===== config.mk =====
export PLATFORM = sky130hd
export DESIGN_NAME = sbsr_top
export DESIGN_NICKNAME = d
export VERILOG_FILES = /design/src/sbsr_pkg.sv /design/src/sbsr_sum.sv /design/src/sbsr_top.sv
export SDC_FILE = /design/constraint.sdc
export NUM_CORES = 1
export LEC_CHECK = 0
export BUFFER_PORTS_ARGS = -buffer_cell sky130_fd_sc_hd__buf_2
export CELL_PAD_IN_SITES_DETAIL_PLACEMENT = 0
export CELL_PAD_IN_SITES_GLOBAL_PLACEMENT = 1
export CORE_MARGIN = 2
export CORE_UTILIZATION = 28
export CTS_CLUSTER_DIAMETER = 150
export CTS_CLUSTER_SIZE = 24
export DETAILED_ROUTE_END_ITERATION = 8
export PLACE_DENSITY = 0.93
export SLEW_MARGIN = 20
export SYNTH_ARGS = -nofsm -noshare
export SYNTH_HDL_FRONTEND = slang
export SYNTH_SLANG_ARGS = --single-unit

===== constraint.sdc =====
create_clock -name clk -period 2.7 [get_ports clk]
set_input_delay 0.54 -clock clk [delete_from_list [all_inputs] [get_ports clk]]
set_output_delay 0.54 -clock clk [all_outputs]
set_load 0.03 [all_outputs]

===== src/sbsr_pkg.sv =====
// Constants and types of the status byte block
package sbsr_pkg;
   localparam int STB_W = 8;
   localparam int SCPI_W = 16;
   localparam int ESR_W = 8;

   localparam int BIT_DEV = 0;
   localparam int BIT_EAV = 2;
   localparam int BIT_QUES = 3;
   localparam int BIT_MAV = 4;
   localparam int BIT_ESB = 5;
   localparam int BIT_MSS = 6;
   localparam int BIT_OPER = 7;

   localparam logic [7:0] MSS_MASK = 8'h40;
   localparam logic [7:0] STB_RST = 8'h00;
   localparam logic [7:0] SRE_RST = 8'h00;
   localparam logic [7:0] PPE_RST = 8'h00;

   typedef enum logic [2:0] {
      OP_SRE_WR,
      OP_SRE_RD,
      OP_PRE_WR,
      OP_PRE_RD,
      OP_STB_RD,
      OP_IST_RD,
      OP_SPOLL,
      OP_PPOLL
   } sbsr_op_t;

   typedef struct packed {
      logic valid;
      sbsr_op_t op;
      logic [7:0] data;
   } sbsr_cmd_t;

   typedef struct packed {
      logic valid;
      logic [7:0] data;
   } sbsr_rsp_t;

   typedef struct packed {
      logic [SCPI_W-1:0] evt;
      logic [SCPI_W-1:0] ena;
   } sbsr_scpi_t;

   typedef struct packed {
      logic [ESR_W-1:0] evt;
      logic [ESR_W-1:0] ena;
   } sbsr_esr_t;
endpackage


===== src/sbsr_sum.sv =====
// Sum bit of one lower status register: event AND enable, ORed
`timescale 1ns/1ps
module sbsr_sum #(
   parameter int W = 16
) (
   input wire logic [W-1:0] evt,
   input wire logic [W-1:0] ena,
   output logic sum
);
   logic [W-1:0] hit;

   genvar i;
   generate
      for (i = 0; i < W; i++) begin : g_bit
         assign hit[i] = evt[i] & ena[i];
      end
   endgenerate

   assign sum = |hit;
endmodule


===== src/sbsr_top.sv =====
// Status byte, service request and parallel poll flag logic
`timescale 1ns/1ps
module sbsr_top (
   input wire logic clk,
   input wire logic rst_n,
   input wire sbsr_pkg::sbsr_cmd_t cmd,
   input wire sbsr_pkg::sbsr_scpi_t dev,
   input wire sbsr_pkg::sbsr_scpi_t ques,
   input wire sbsr_pkg::sbsr_scpi_t oper,
   input wire sbsr_pkg::sbsr_esr_t esr,
   input wire logic err_not_empty,
   input wire logic err_push,
   input wire logic msg_avail,
   output sbsr_pkg::sbsr_rsp_t rsp,
   output logic srq,
   output logic ist
);
   logic dev_sum;
   logic ques_sum;
   logic oper_sum;
   logic esb_sum;

   logic [7:0] sre_r;
   logic [7:0] sre_nxt;
   logic [7:0] ppe_r;
   logic [7:0] ppe_nxt;
   logic [7:0] stb_r;
   logic [7:0] stb_nxt;
   logic [7:0] prev_r;
   logic [7:0] prev_nxt;
   logic srq_r;
   logic srq_nxt;
   logic ist_r;
   logic ist_nxt;
   sbsr_pkg::sbsr_rsp_t rsp_r;
   sbsr_pkg::sbsr_rsp_t rsp_nxt;

   logic mss;
   logic [7:0] stb_full;
   logic [7:0] rise;
   logic req;
   logic spoll;

   // Lower register summaries
   sbsr_sum #(.W(sbsr_pkg::SCPI_W)) u_dev (
      .evt(dev.evt),
      .ena(dev.ena),
      .sum(dev_sum)
   );

   sbsr_sum #(.W(sbsr_pkg::SCPI_W)) u_ques (
      .evt(ques.evt),
      .ena(ques.ena),
      .sum(ques_sum)
   );

   sbsr_sum #(.W(sbsr_pkg::SCPI_W)) u_oper (
      .evt(oper.evt),
      .ena(oper.ena),
      .sum(oper_sum)
   );

   sbsr_sum #(.W(sbsr_pkg::ESR_W)) u_esr (
      .evt(esr.evt),
      .ena(esr.ena),
      .sum(esb_sum)
   );

   // Enable masks, written by common commands
   always_comb begin
      sre_nxt = sre_r;
      ppe_nxt = ppe_r;
      if (cmd.valid && cmd.op == sbsr_pkg::OP_SRE_WR) begin
         sre_nxt = cmd.data;
      end
      if (cmd.valid && cmd.op == sbsr_pkg::OP_PRE_WR) begin
         ppe_nxt = cmd.data;
      end
   end

   always_ff @(posedge clk) begin
      if (!rst_n) begin
         sre_r <= sbsr_pkg::SRE_RST;
         ppe_r <= sbsr_pkg::PPE_RST;
      end else begin
         sre_r <= sre_nxt;
         ppe_r <= ppe_nxt;
      end
   end

   // Current condition bits; bit 6 is never stored, it is derived below
   always_comb begin
      stb_nxt = sbsr_pkg::STB_RST;
      stb_nxt[sbsr_pkg::BIT_DEV] = dev_sum;
      stb_nxt[sbsr_pkg::BIT_EAV] = err_not_empty;
      stb_nxt[sbsr_pkg::BIT_QUES] = ques_sum;
      stb_nxt[sbsr_pkg::BIT_MAV] = msg_avail;
      stb_nxt[sbsr_pkg::BIT_ESB] = esb_sum;
      stb_nxt[sbsr_pkg::BIT_OPER] = oper_sum;
      prev_nxt = stb_full;
   end

   always_ff @(posedge clk) begin
      if (!rst_n) begin
         stb_r <= sbsr_pkg::STB_RST;
         prev_r <= sbsr_pkg::STB_RST;
      end else begin
         stb_r <= stb_nxt;
         prev_r <= prev_nxt;
      end
   end

   // Master summary ignores enable bit 6 so it cannot feed itself
   assign mss = |(stb_r & sre_r & ~sbsr_pkg::MSS_MASK);

   always_comb begin
      stb_full = stb_r;
      stb_full[sbsr_pkg::BIT_MSS] = mss;
   end

   assign rise = stb_full & ~prev_r;
   // A push while the bit is already 1 would show no edge, hence the pulse
   assign req = (|(rise & sre_r & ~sbsr_pkg::MSS_MASK))
      | (err_push & sre_r[sbsr_pkg::BIT_EAV]);
   assign spoll = cmd.valid && cmd.op == sbsr_pkg::OP_SPOLL;

   // Service request: held until a serial poll; a new request wins
   always_comb begin
      srq_nxt = srq_r;
      if (spoll) begin
         srq_nxt = 1'b0;
      end
      if (req) begin
         srq_nxt = 1'b1;
      end
      ist_nxt = |(stb_full & ppe_r);
   end

   always_ff @(posedge clk) begin
      if (!rst_n) begin
         srq_r <= 1'b0;
         ist_r <= 1'b0;
      end else begin
         srq_r <= srq_nxt;
         ist_r <= ist_nxt;
      end
   end

   // Query answers, one cycle after the command
   always_comb begin
      rsp_nxt.valid = 1'b0;
      rsp_nxt.data = 8'h00;
      if (cmd.valid) begin
         unique case (cmd.op)
            sbsr_pkg::OP_SRE_RD: begin
               rsp_nxt.valid = 1'b1;
               rsp_nxt.data = sre_r;
            end
            sbsr_pkg::OP_PRE_RD: begin
               rsp_nxt.valid = 1'b1;
               rsp_nxt.data = ppe_r;
            end
            sbsr_pkg::OP_STB_RD, sbsr_pkg::OP_SPOLL: begin
               rsp_nxt.valid = 1'b1;
               rsp_nxt.data = stb_full;
            end
            sbsr_pkg::OP_IST_RD, sbsr_pkg::OP_PPOLL: begin
               rsp_nxt.valid = 1'b1;
               rsp_nxt.data = {7'h00, ist_r};
            end
            sbsr_pkg::OP_SRE_WR, sbsr_pkg::OP_PRE_WR: begin
               rsp_nxt.valid = 1'b0;
            end
         endcase
      end
   end

   always_ff @(posedge clk) begin
      if (!rst_n) begin
         rsp_r <= '0;
      end else begin
         rsp_r <= rsp_nxt;
      end
   end

   assign rsp = rsp_r;
   assign srq = srq_r;
   assign ist = ist_r;
endmodule


==> results of run 1 <==
[layer usage]
metal  up-vias  track usage, %  share of wire (%)
li1       1001               -                  -
met1       877            16.8                 38
met2        88            29.3                 53
met3         4            5.86                8.2
met4         0            4.62               0.94
met5         -               0                  0
[worst min-delay path by stage]
| stage | start | end | slack [ps] | depth (start not counted) |
|---|---|---|---|---|
| 2_1_floorplan | sre_r[6]$_SDFFE_PN0P_ | sre_r[6]$_SDFFE_PN0P_ | 430 | 2 |
| 3_3_place_gp | sre_r[1]$_SDFFE_PN0P_ | sre_r[1]$_SDFFE_PN0P_ | 450 | 2 |
| 3_5_place_dp | sre_r[1]$_SDFFE_PN0P_ | sre_r[1]$_SDFFE_PN0P_ | 450 | 2 |
| 4_1_cts | err_not_empty | stb_r[2]$_SDFF_PN0_ | 440 | 2 |
| 5_1_grt | err_not_empty | stb_r[2]$_SDFF_PN0_ | 450 | 2 |
| 6_report | err_not_empty | stb_r[2]$_SDFF_PN0_ | 450 | 2 |
[stage by stage]
| stage | cells | hold slack, ps | power (mW) | util [%] | area, um^2 |
|---|---|---|---|---|---|
| after CTS | 408 | 441 | 1.29 | 43.7 | 2600 |
| after floorplan | 193 | 434 | 0.697 | - | 1740 |
| after global routing | 408 | 451 | 1.34 | 43.7 | 2600 |
| final | 408 | 448 | 1.27 | 43.7 | 2600 |
| after global placement | 400 | 450 | 0.806 | 41.8 | 2490 |
| after detailed placement | 400 | 450 | 0.811 | 41.8 | 2490 |
[area by class of cell]
| type | instances | area (um^2) | area share, % |
|---|---|---|---|
| timing repair buffer | 139 | 696 | 26.7 |
| sequential | 39 | 781 | 30.0 |
| tap | 75 | 93.8 | 3.60 |
| clock inverter | 3 | 43.8 | 1.68 |
| inverter | 3 | 11.3 | 0.432 |
| clock buffer | 5 | 68.8 | 2.64 |
| multi-input combinational | 144 | 910 | 34.9 |
[flip-flops by register name, summed over array words and instances, names as in the netlist]
register and flops:
stb_r 6, sre_r 8, prev_r 6, ist 1, rsp 9, ppe_r 8
srq 1
[power by group]
group / internal [mW] / leakage (nW) / switching (mW)
logic: 0.108 / 0.858 / 0.0791
registers: 0.594 / 0.319 / 0.0142
clock network: 0.275 / 0.0581 / 0.201
total: 0.977 / 1.23 / 0.294
[cells by family (layout without fill, tap and decap cells)]
family / Yosys count / in the layout / share of synthesized area (%)
AO/OA/AOI/OAI: 68 / 68 / 28.0
AND/OR/NAND/NOR: 68 / 68 / 19.1
flip-flops: 39 / 39 / 44.8
buffers and inverters: 10 / 150 / 3.08
multiplexers: 8 / 8 / 5.02
[synth_stat cells, drive strengths merged]
cell    number  area (um^2)
a221oi      10         87.6
o221ai       1         8.76
mux2i        2         20.0
mux2         6         67.6
nand3b       1         7.51
buf          4         31.3
nor4b        1         23.8
o22ai        1         6.26
o41a         1         11.3
nor3b        1         7.51
clkbuf       3         11.3
and2b        1         7.51
and3         4         25.0
nor2         9         33.8
a41oi        1         8.76
a22oi       20          150
a31oi        5         31.3
a21oi       16         80.1
dfxtp       39          781
nor2b        2         20.0
nand4        1         6.26
o21ai        2         10.0
and2         8         50.1
nand2       39          146
o211ai       1         7.51
a22o        10         87.6
inv          3         11.3
nand3        1         5.00
[cell usage in the layout, fill, tap and decap left out]
cell type and n:
buf_2 139, nand2_1 39, dfxtp_1 39, a22oi_1 20
a21oi_1 16, a22o_1 10, a221oi_1 10, nor2_1 9
and2_1 8, mux2_2 6, a31oi_1 5, clkbuf_8 5
and3_1 4, inv_1 3, mux2i_1 2, o21ai_0 2
nand3_1 1, a41oi_1 1, o211ai_1 1, and2b_1 1
nand4_1 1, nor2b_4 1, nor3b_1 1, nor4b_4 1
nand3b_1 1, o22ai_1 1, nor2b_1 1, o221ai_1 1
o41a_1 1, bufinv_16 1, clkinv_4 1, clkinv_2 1
==> results.py, run 1 <==
metrics = {
    "clock_network": {
        "clock_sink_count": 39,
        "cts_setup_buffers": 0,
        "clk_transition_reported_paths_ps": 70,
        "cts_tree": "done",
        "clock_latency_ps": 290,
        "htreeDepth": 2,
        "ctsResizeCount": 0,
        "cts_root_buf": "clkbuf_8",
        "cts_buffers": 5,
        "hold_buffers": 0,
        "clockBufferDepth": 2,
    },
    "synthesis": {
        "ys_ff_latch": 39,
        "yosys_warnings": 0,
        "syn_avg_cell_area_um2": 9.04,
        "ys_seq_area_share_pct": 44.8,
        "syn_nets": 322,
        "synth.cell_area_um2": 1740,
        "synth.distinct_cells": 31,
        "synthCells": 193,
    },
    "power": {
        "ir_drop_uv": 219,
        "power.leakage_nw": 1.23,
        "powerDensity_nw_per_um2": 488,
    },
    "critical_path": {
        "worst-path-max-fanout": 2,
        "r2r_end": "srq$_SDFFE_PN0P_",
        "slowest_stage": "dfxtp_1",
        "reg2regPathDepth": 4,
        "critPathMaxStageDelay_ps": 340,
        "worstPathRequired_ps": 2160,
        "crit_end": "srq",
        "reg2reg_slack_ps": 1450,
        "crit_family": "flip-flops",
        "crit_type": "reg2out",
        "crit_start": "srq$_SDFFE_PN0P_",
        "reg2reg_from": "stb_r[2]$_SDFF_PN0_",
        "critPathBufInv": 1,
        "cp-start-kind": "register",
        "crit_cells": 1,
        "path_cells": "buf_2",
        "cp.arrival_ps": 820,
        "setup.worst_path.end_class": "output pin",
    },
    "min_path": {
        "hold_path.class": "in2reg",
    },
    "sta": {
        "grt_setup_unrepaired": "false",
        "setup_viol": 0,
        "fin_crit_sh_pct": 50.6,
        "finalClockSkew_ps": 4.28,
        "max_freq_ghz": 0.733,
        "hold_viol_final": 0,
        "relSlewSlack_pct": 56.2,
        "fin_ws_ps": 1340,
        "tightest_slew_ps": 657,
        "slew_violations": 0,
        "finalSetupTns_ps": 0,
        "min_period_ps": 1360,
    },
    "routing": {
        "wl_per_cell_um": 13.1,
        "firstDrtPassIters": 4,
        "antenna_left": 0,
        "via_per_inst": 4.83,
        "via_count": 1970,
        "first_iter_violations": 98,
        "drc_errors": 0,
        "wirelength_mm": 5.33,
    },
    "placement": {
        "dp_hpwl_mm": 4.52,
        "place_congestion": 0.842,
        "post-place-ws_ps": 1090,
        "port_buffers": 139,
    },
    "outcome": {
        "status": "finished, final reports clean",
    },
    "finish": {
        "num_antenna_cells": 0,
        "drive_gt1_share_pct": 46.5,
        "fill_cells": 610,
        "nNetsFinal": 461,
        "area_growth_pct": 49.3,
    },
    "grt": {
        "grt.overflow.total": 0,
        "grt_max_degree": 22,
        "antenna_found_initial": 0,
        "track_usage_pct": 15.9,
        "grt_pass1_wl_mm": 9.03,
        "grt_pass1_vias": 2073,
    },
    "floorplan": {
        "dieArea_um2": 6880,
        "io_pins": 140,
        "start_util_pct": 29.3,
        "fp.dieW_um": 82.9,
        "dieHeight_um": 82.9,
        "fp.coreArea_um2": 5960,
        "rows": 28,
    },
    "run": {
        "cap_violations": 0,
    },
}
Note: power is estimated with default switching activity, not from simulation.
==> inputs of run 2 (changes only) <==
--- a/config.mk
+++ b/config.mk
@@ -5,15 +5,16 @@
 export SDC_FILE = /design/constraint.sdc
 export NUM_CORES = 1
 export LEC_CHECK = 0
+export ABC_AREA = 1
 export BUFFER_PORTS_ARGS = -buffer_cell sky130_fd_sc_hd__buf_2
 export CELL_PAD_IN_SITES_DETAIL_PLACEMENT = 0
 export CELL_PAD_IN_SITES_GLOBAL_PLACEMENT = 1
 export CORE_MARGIN = 2
-export CORE_UTILIZATION = 28
+export CORE_UTILIZATION = 25
 export CTS_CLUSTER_DIAMETER = 150
 export CTS_CLUSTER_SIZE = 24
 export DETAILED_ROUTE_END_ITERATION = 8
-export PLACE_DENSITY = 0.93
+export PLACE_DENSITY = 0.87
 export SLEW_MARGIN = 20
 export SYNTH_ARGS = -nofsm -noshare
 export SYNTH_HDL_FRONTEND = slang
==> constraint.sdc (replaced) <==
create_clock -name clk -period 1.3 [get_ports clk]
set_input_delay 0.26 -clock clk [delete_from_list [all_inputs] [get_ports clk]]
set_output_delay 0.26 -clock clk [all_outputs]
set_load 0.03 [all_outputs]
==> results.py, run 2 <==
metrics = {
    "outcome": {
        "status": "finished, final reports clean",
    },
    "finish": {
        "num_antenna_cells": 0,
        "multi_input_area_um2": 1000,
        "final_core_util_pct": 37.8,
        "nNetsFinal": 593,
        "area_growth_pct": 48.4,
        "fill_cells": 836,
        "seqCellArea_um2": 781,
        "drive_gt1_share_pct": 33.8,
        "largest_reg_flops": 9,
        "layout_common_cells": "buf_2 (139), nand2_1 (137), nor2_1 (57)",
        "final_common_cell": "buf_2",
    },
    "critical_path": {
        "r2r_end": "rsp[6]$_SDFF_PN0_",
        "crit_type": "reg2out",
        "critPathBufInv": 1,
        "reg2reg_from": "stb_r[0]$_SDFF_PN0_",
        "cp.arrival_ps": 830,
        "slowest_stage": "dfxtp_1",
        "worstPathRequired_ps": 1040,
        "crit_family": "flip-flops",
        "setup.worst_path.end_class": "output pin",
        "worst-path-max-fanout": 2,
        "reg2regPathDepth": 6,
        "path_cells": "buf_2",
        "reg2reg_slack_ps": 340,
        "critPathMaxStageDelay_ps": 340,
        "cp-start-kind": "register",
    },
    "sta": {
        "min_period_ps": 1090,
        "hold_viol_final": 0,
        "relSlewSlack_pct": 82.1,
        "setup_viol": 0,
        "slew_violations": 0,
        "tightest_slew_ps": 268,
        "grt_setup_unrepaired": "false",
        "finalSetupTns_ps": 0,
        "max_freq_ghz": 0.921,
        "finalClockSkew_ps": 7.85,
        "fin_crit_sh_pct": 83.6,
    },
    "power": {
        "switchingPower_mw": 0.681,
        "ir_drop_uv": 432,
        "switching_share_pct": 23.3,
        "p_comb_share_pct": 15.9,
        "powerDensity_nw_per_um2": 1010,
        "power.leakage_nw": 1.65,
        "clockPowerShare_pct": 40.4,
        "p_seq_share_pct": 43.8,
        "power.internal_mw": 2.24,
    },
    "routing": {
        "wl_per_cell_um": 10.2,
        "wirelength_mm": 5.81,
        "antenna_left": 0,
        "drc_errors": 0,
        "firstDrtPassIters": 4,
        "first_iter_violations": 94,
        "via_per_inst": 4.11,
        "via_count": 2331,
    },
    "run": {
        "cap_violations": 0,
    },
    "floorplan": {
        "dieArea_um2": 8520,
        "start_util_pct": 25.5,
        "fp.dieW_um": 92.3,
        "fp.coreArea_um2": 7650,
        "io_pins": 140,
        "rows": 32,
        "dieHeight_um": 92.3,
    },
    "synthesis": {
        "yosysTopAreaCell": "dfxtp_1",
        "synth-edff-count": 0,
        "yosys.area.top_type_share_pct": 40.0,
        "synth.cell_area_um2": 1950,
        "ys_seq_area_share_pct": 40.0,
        "yosysMostFrequentCell": "nand2_1",
        "synthCells": 320,
        "yosys-top-cells-area": "dfxtp_1 (40%), nand2_1 (26%), nor2_1 (11%)",
        "async_reset_ff_share_pct": 0,
        "synth_common_cells": "nand2_1 (137), nor2_1 (57), dfxtp_1 (39), inv_1 (34), o21ai_0 (12)",
        "syn_nets": 449,
        "synth.distinct_cells": 20,
        "ys_ff_latch": 39,
        "yosys_warnings": 0,
        "syn_avg_cell_area_um2": 6.10,
        "ys.flop_type": "dfxtp_1",
    },
    "clock_network": {
        "cts_root_buf": "clkbuf_8",
        "htreeDepth": 2,
        "clockBufferDepth": 2,
        "clock_latency_ps": 290,
        "cts_buffers": 5,
        "clock_sink_count": 39,
        "ctsResizeCount": 0,
        "cts_setup_buffers": 0,
        "cts_tree": "done",
        "clk_transition_reported_paths_ps": 70,
        "hold_buffers": 0,
    },
    "grt": {
        "grt_pass1_wl_mm": 9.96,
        "antenna_found_initial": 0,
        "track_usage_pct": 14.3,
        "grt_pass1_vias": 2295,
        "grt_max_degree": 14,
        "grt.overflow.total": 0,
    },
    "min_path": {
        "hold_end": "stb_r[2]$_SDFF_PN0_",
        "hold_path.class": "in2reg",
        "worstHoldStart": "err_not_empty",
        "whs_path_depth": 3,
    },
    "placement": {
        "dp_hpwl_mm": 5.02,
        "place_congestion": 0.819,
        "port_buffers": 139,
    },
}
## run 2: cell count changes after synthesis, moves of 10 or more
| cell | change |
|---|---|
| nor2_1 | +48 |
| a22oi_1 | -19 |
| nand2_1 | +98 |
| a22o_1 | -10 |
| inv_1 | +31 |
| o21ai_0 | +10 |
| a221oi_1 | -10 |
| nand3_1 | +10 |
## run 2: stage by stage
step	power [mW]	hold slack (ps)	cells	setup slack [ps]	cell area [um^2]
finish	2.92	152	567	214	2890
global route	3.08	162	567	174	2890
CTS	2.96	141	567	199	2890
detailed placement	1.78	448	559	11.9	2760
global placement	1.77	446	559	72.8	2760
floorplan	1.52	358	320	380	1950
## run 2: logic make-up (layout without fill, tap and decap cells)
group,count (synthesis),count (layout),synth area share (%)
compound gates,30,30,8.66
buf+inv,39,184,8.53
flops,39,39,40.0
simple gates,212,212,42.8
## run 2: worst max path at each step
stage | start | endpoint | cells after the start
2_1_floorplan | cmd[8] | sre_r[6]$_SDFFE_PN0P_ | 5
3_3_place_gp | cmd[8] | ppe_r[2]$_SDFFE_PN0P_ | 6
3_5_place_dp | cmd[8] | ppe_r[4]$_SDFFE_PN0P_ | 6
4_1_cts | srq$_SDFFE_PN0P_ | srq | 1
5_1_grt | srq$_SDFFE_PN0P_ | srq | 1
6_report | ist$_SDFF_PN0_ | ist | 1
## run 2: cell type report
cell class | instances | area share, %
Clock inverter | 3 | 2.33
Sequential cell | 39 | 27.0
Multi-Input combinational cell | 242 | 34.7
Tap cell | 102 | 4.41
Timing Repair Buffer | 142 | 24.8
Inverter | 34 | 4.41
Clock buffer | 5 | 2.38
## run 2: power by group through the flow
stage          combinational (mW)  clock [mW]  sequential [mW]
5_1_grt                     0.535        1.25             1.29
4_1_cts                     0.470        1.21             1.28
3_5_place_dp                0.468           0             1.31
6_report                    0.464        1.18             1.28
2_1_floorplan               0.200           0             1.32
3_3_place_gp                0.465           0             1.31
## run 2: per-layer routing
layer	vias to the layer above	GRT usage (%)	wire [um]	part of all wire, %
met4	0	4.98	78	1.3
met1	986	17.2	2560	44
met2	66	25.3	2900	50
met3	6	2.93	274	4.7
met5	-	0	0	0
li1	1273	-	-	-
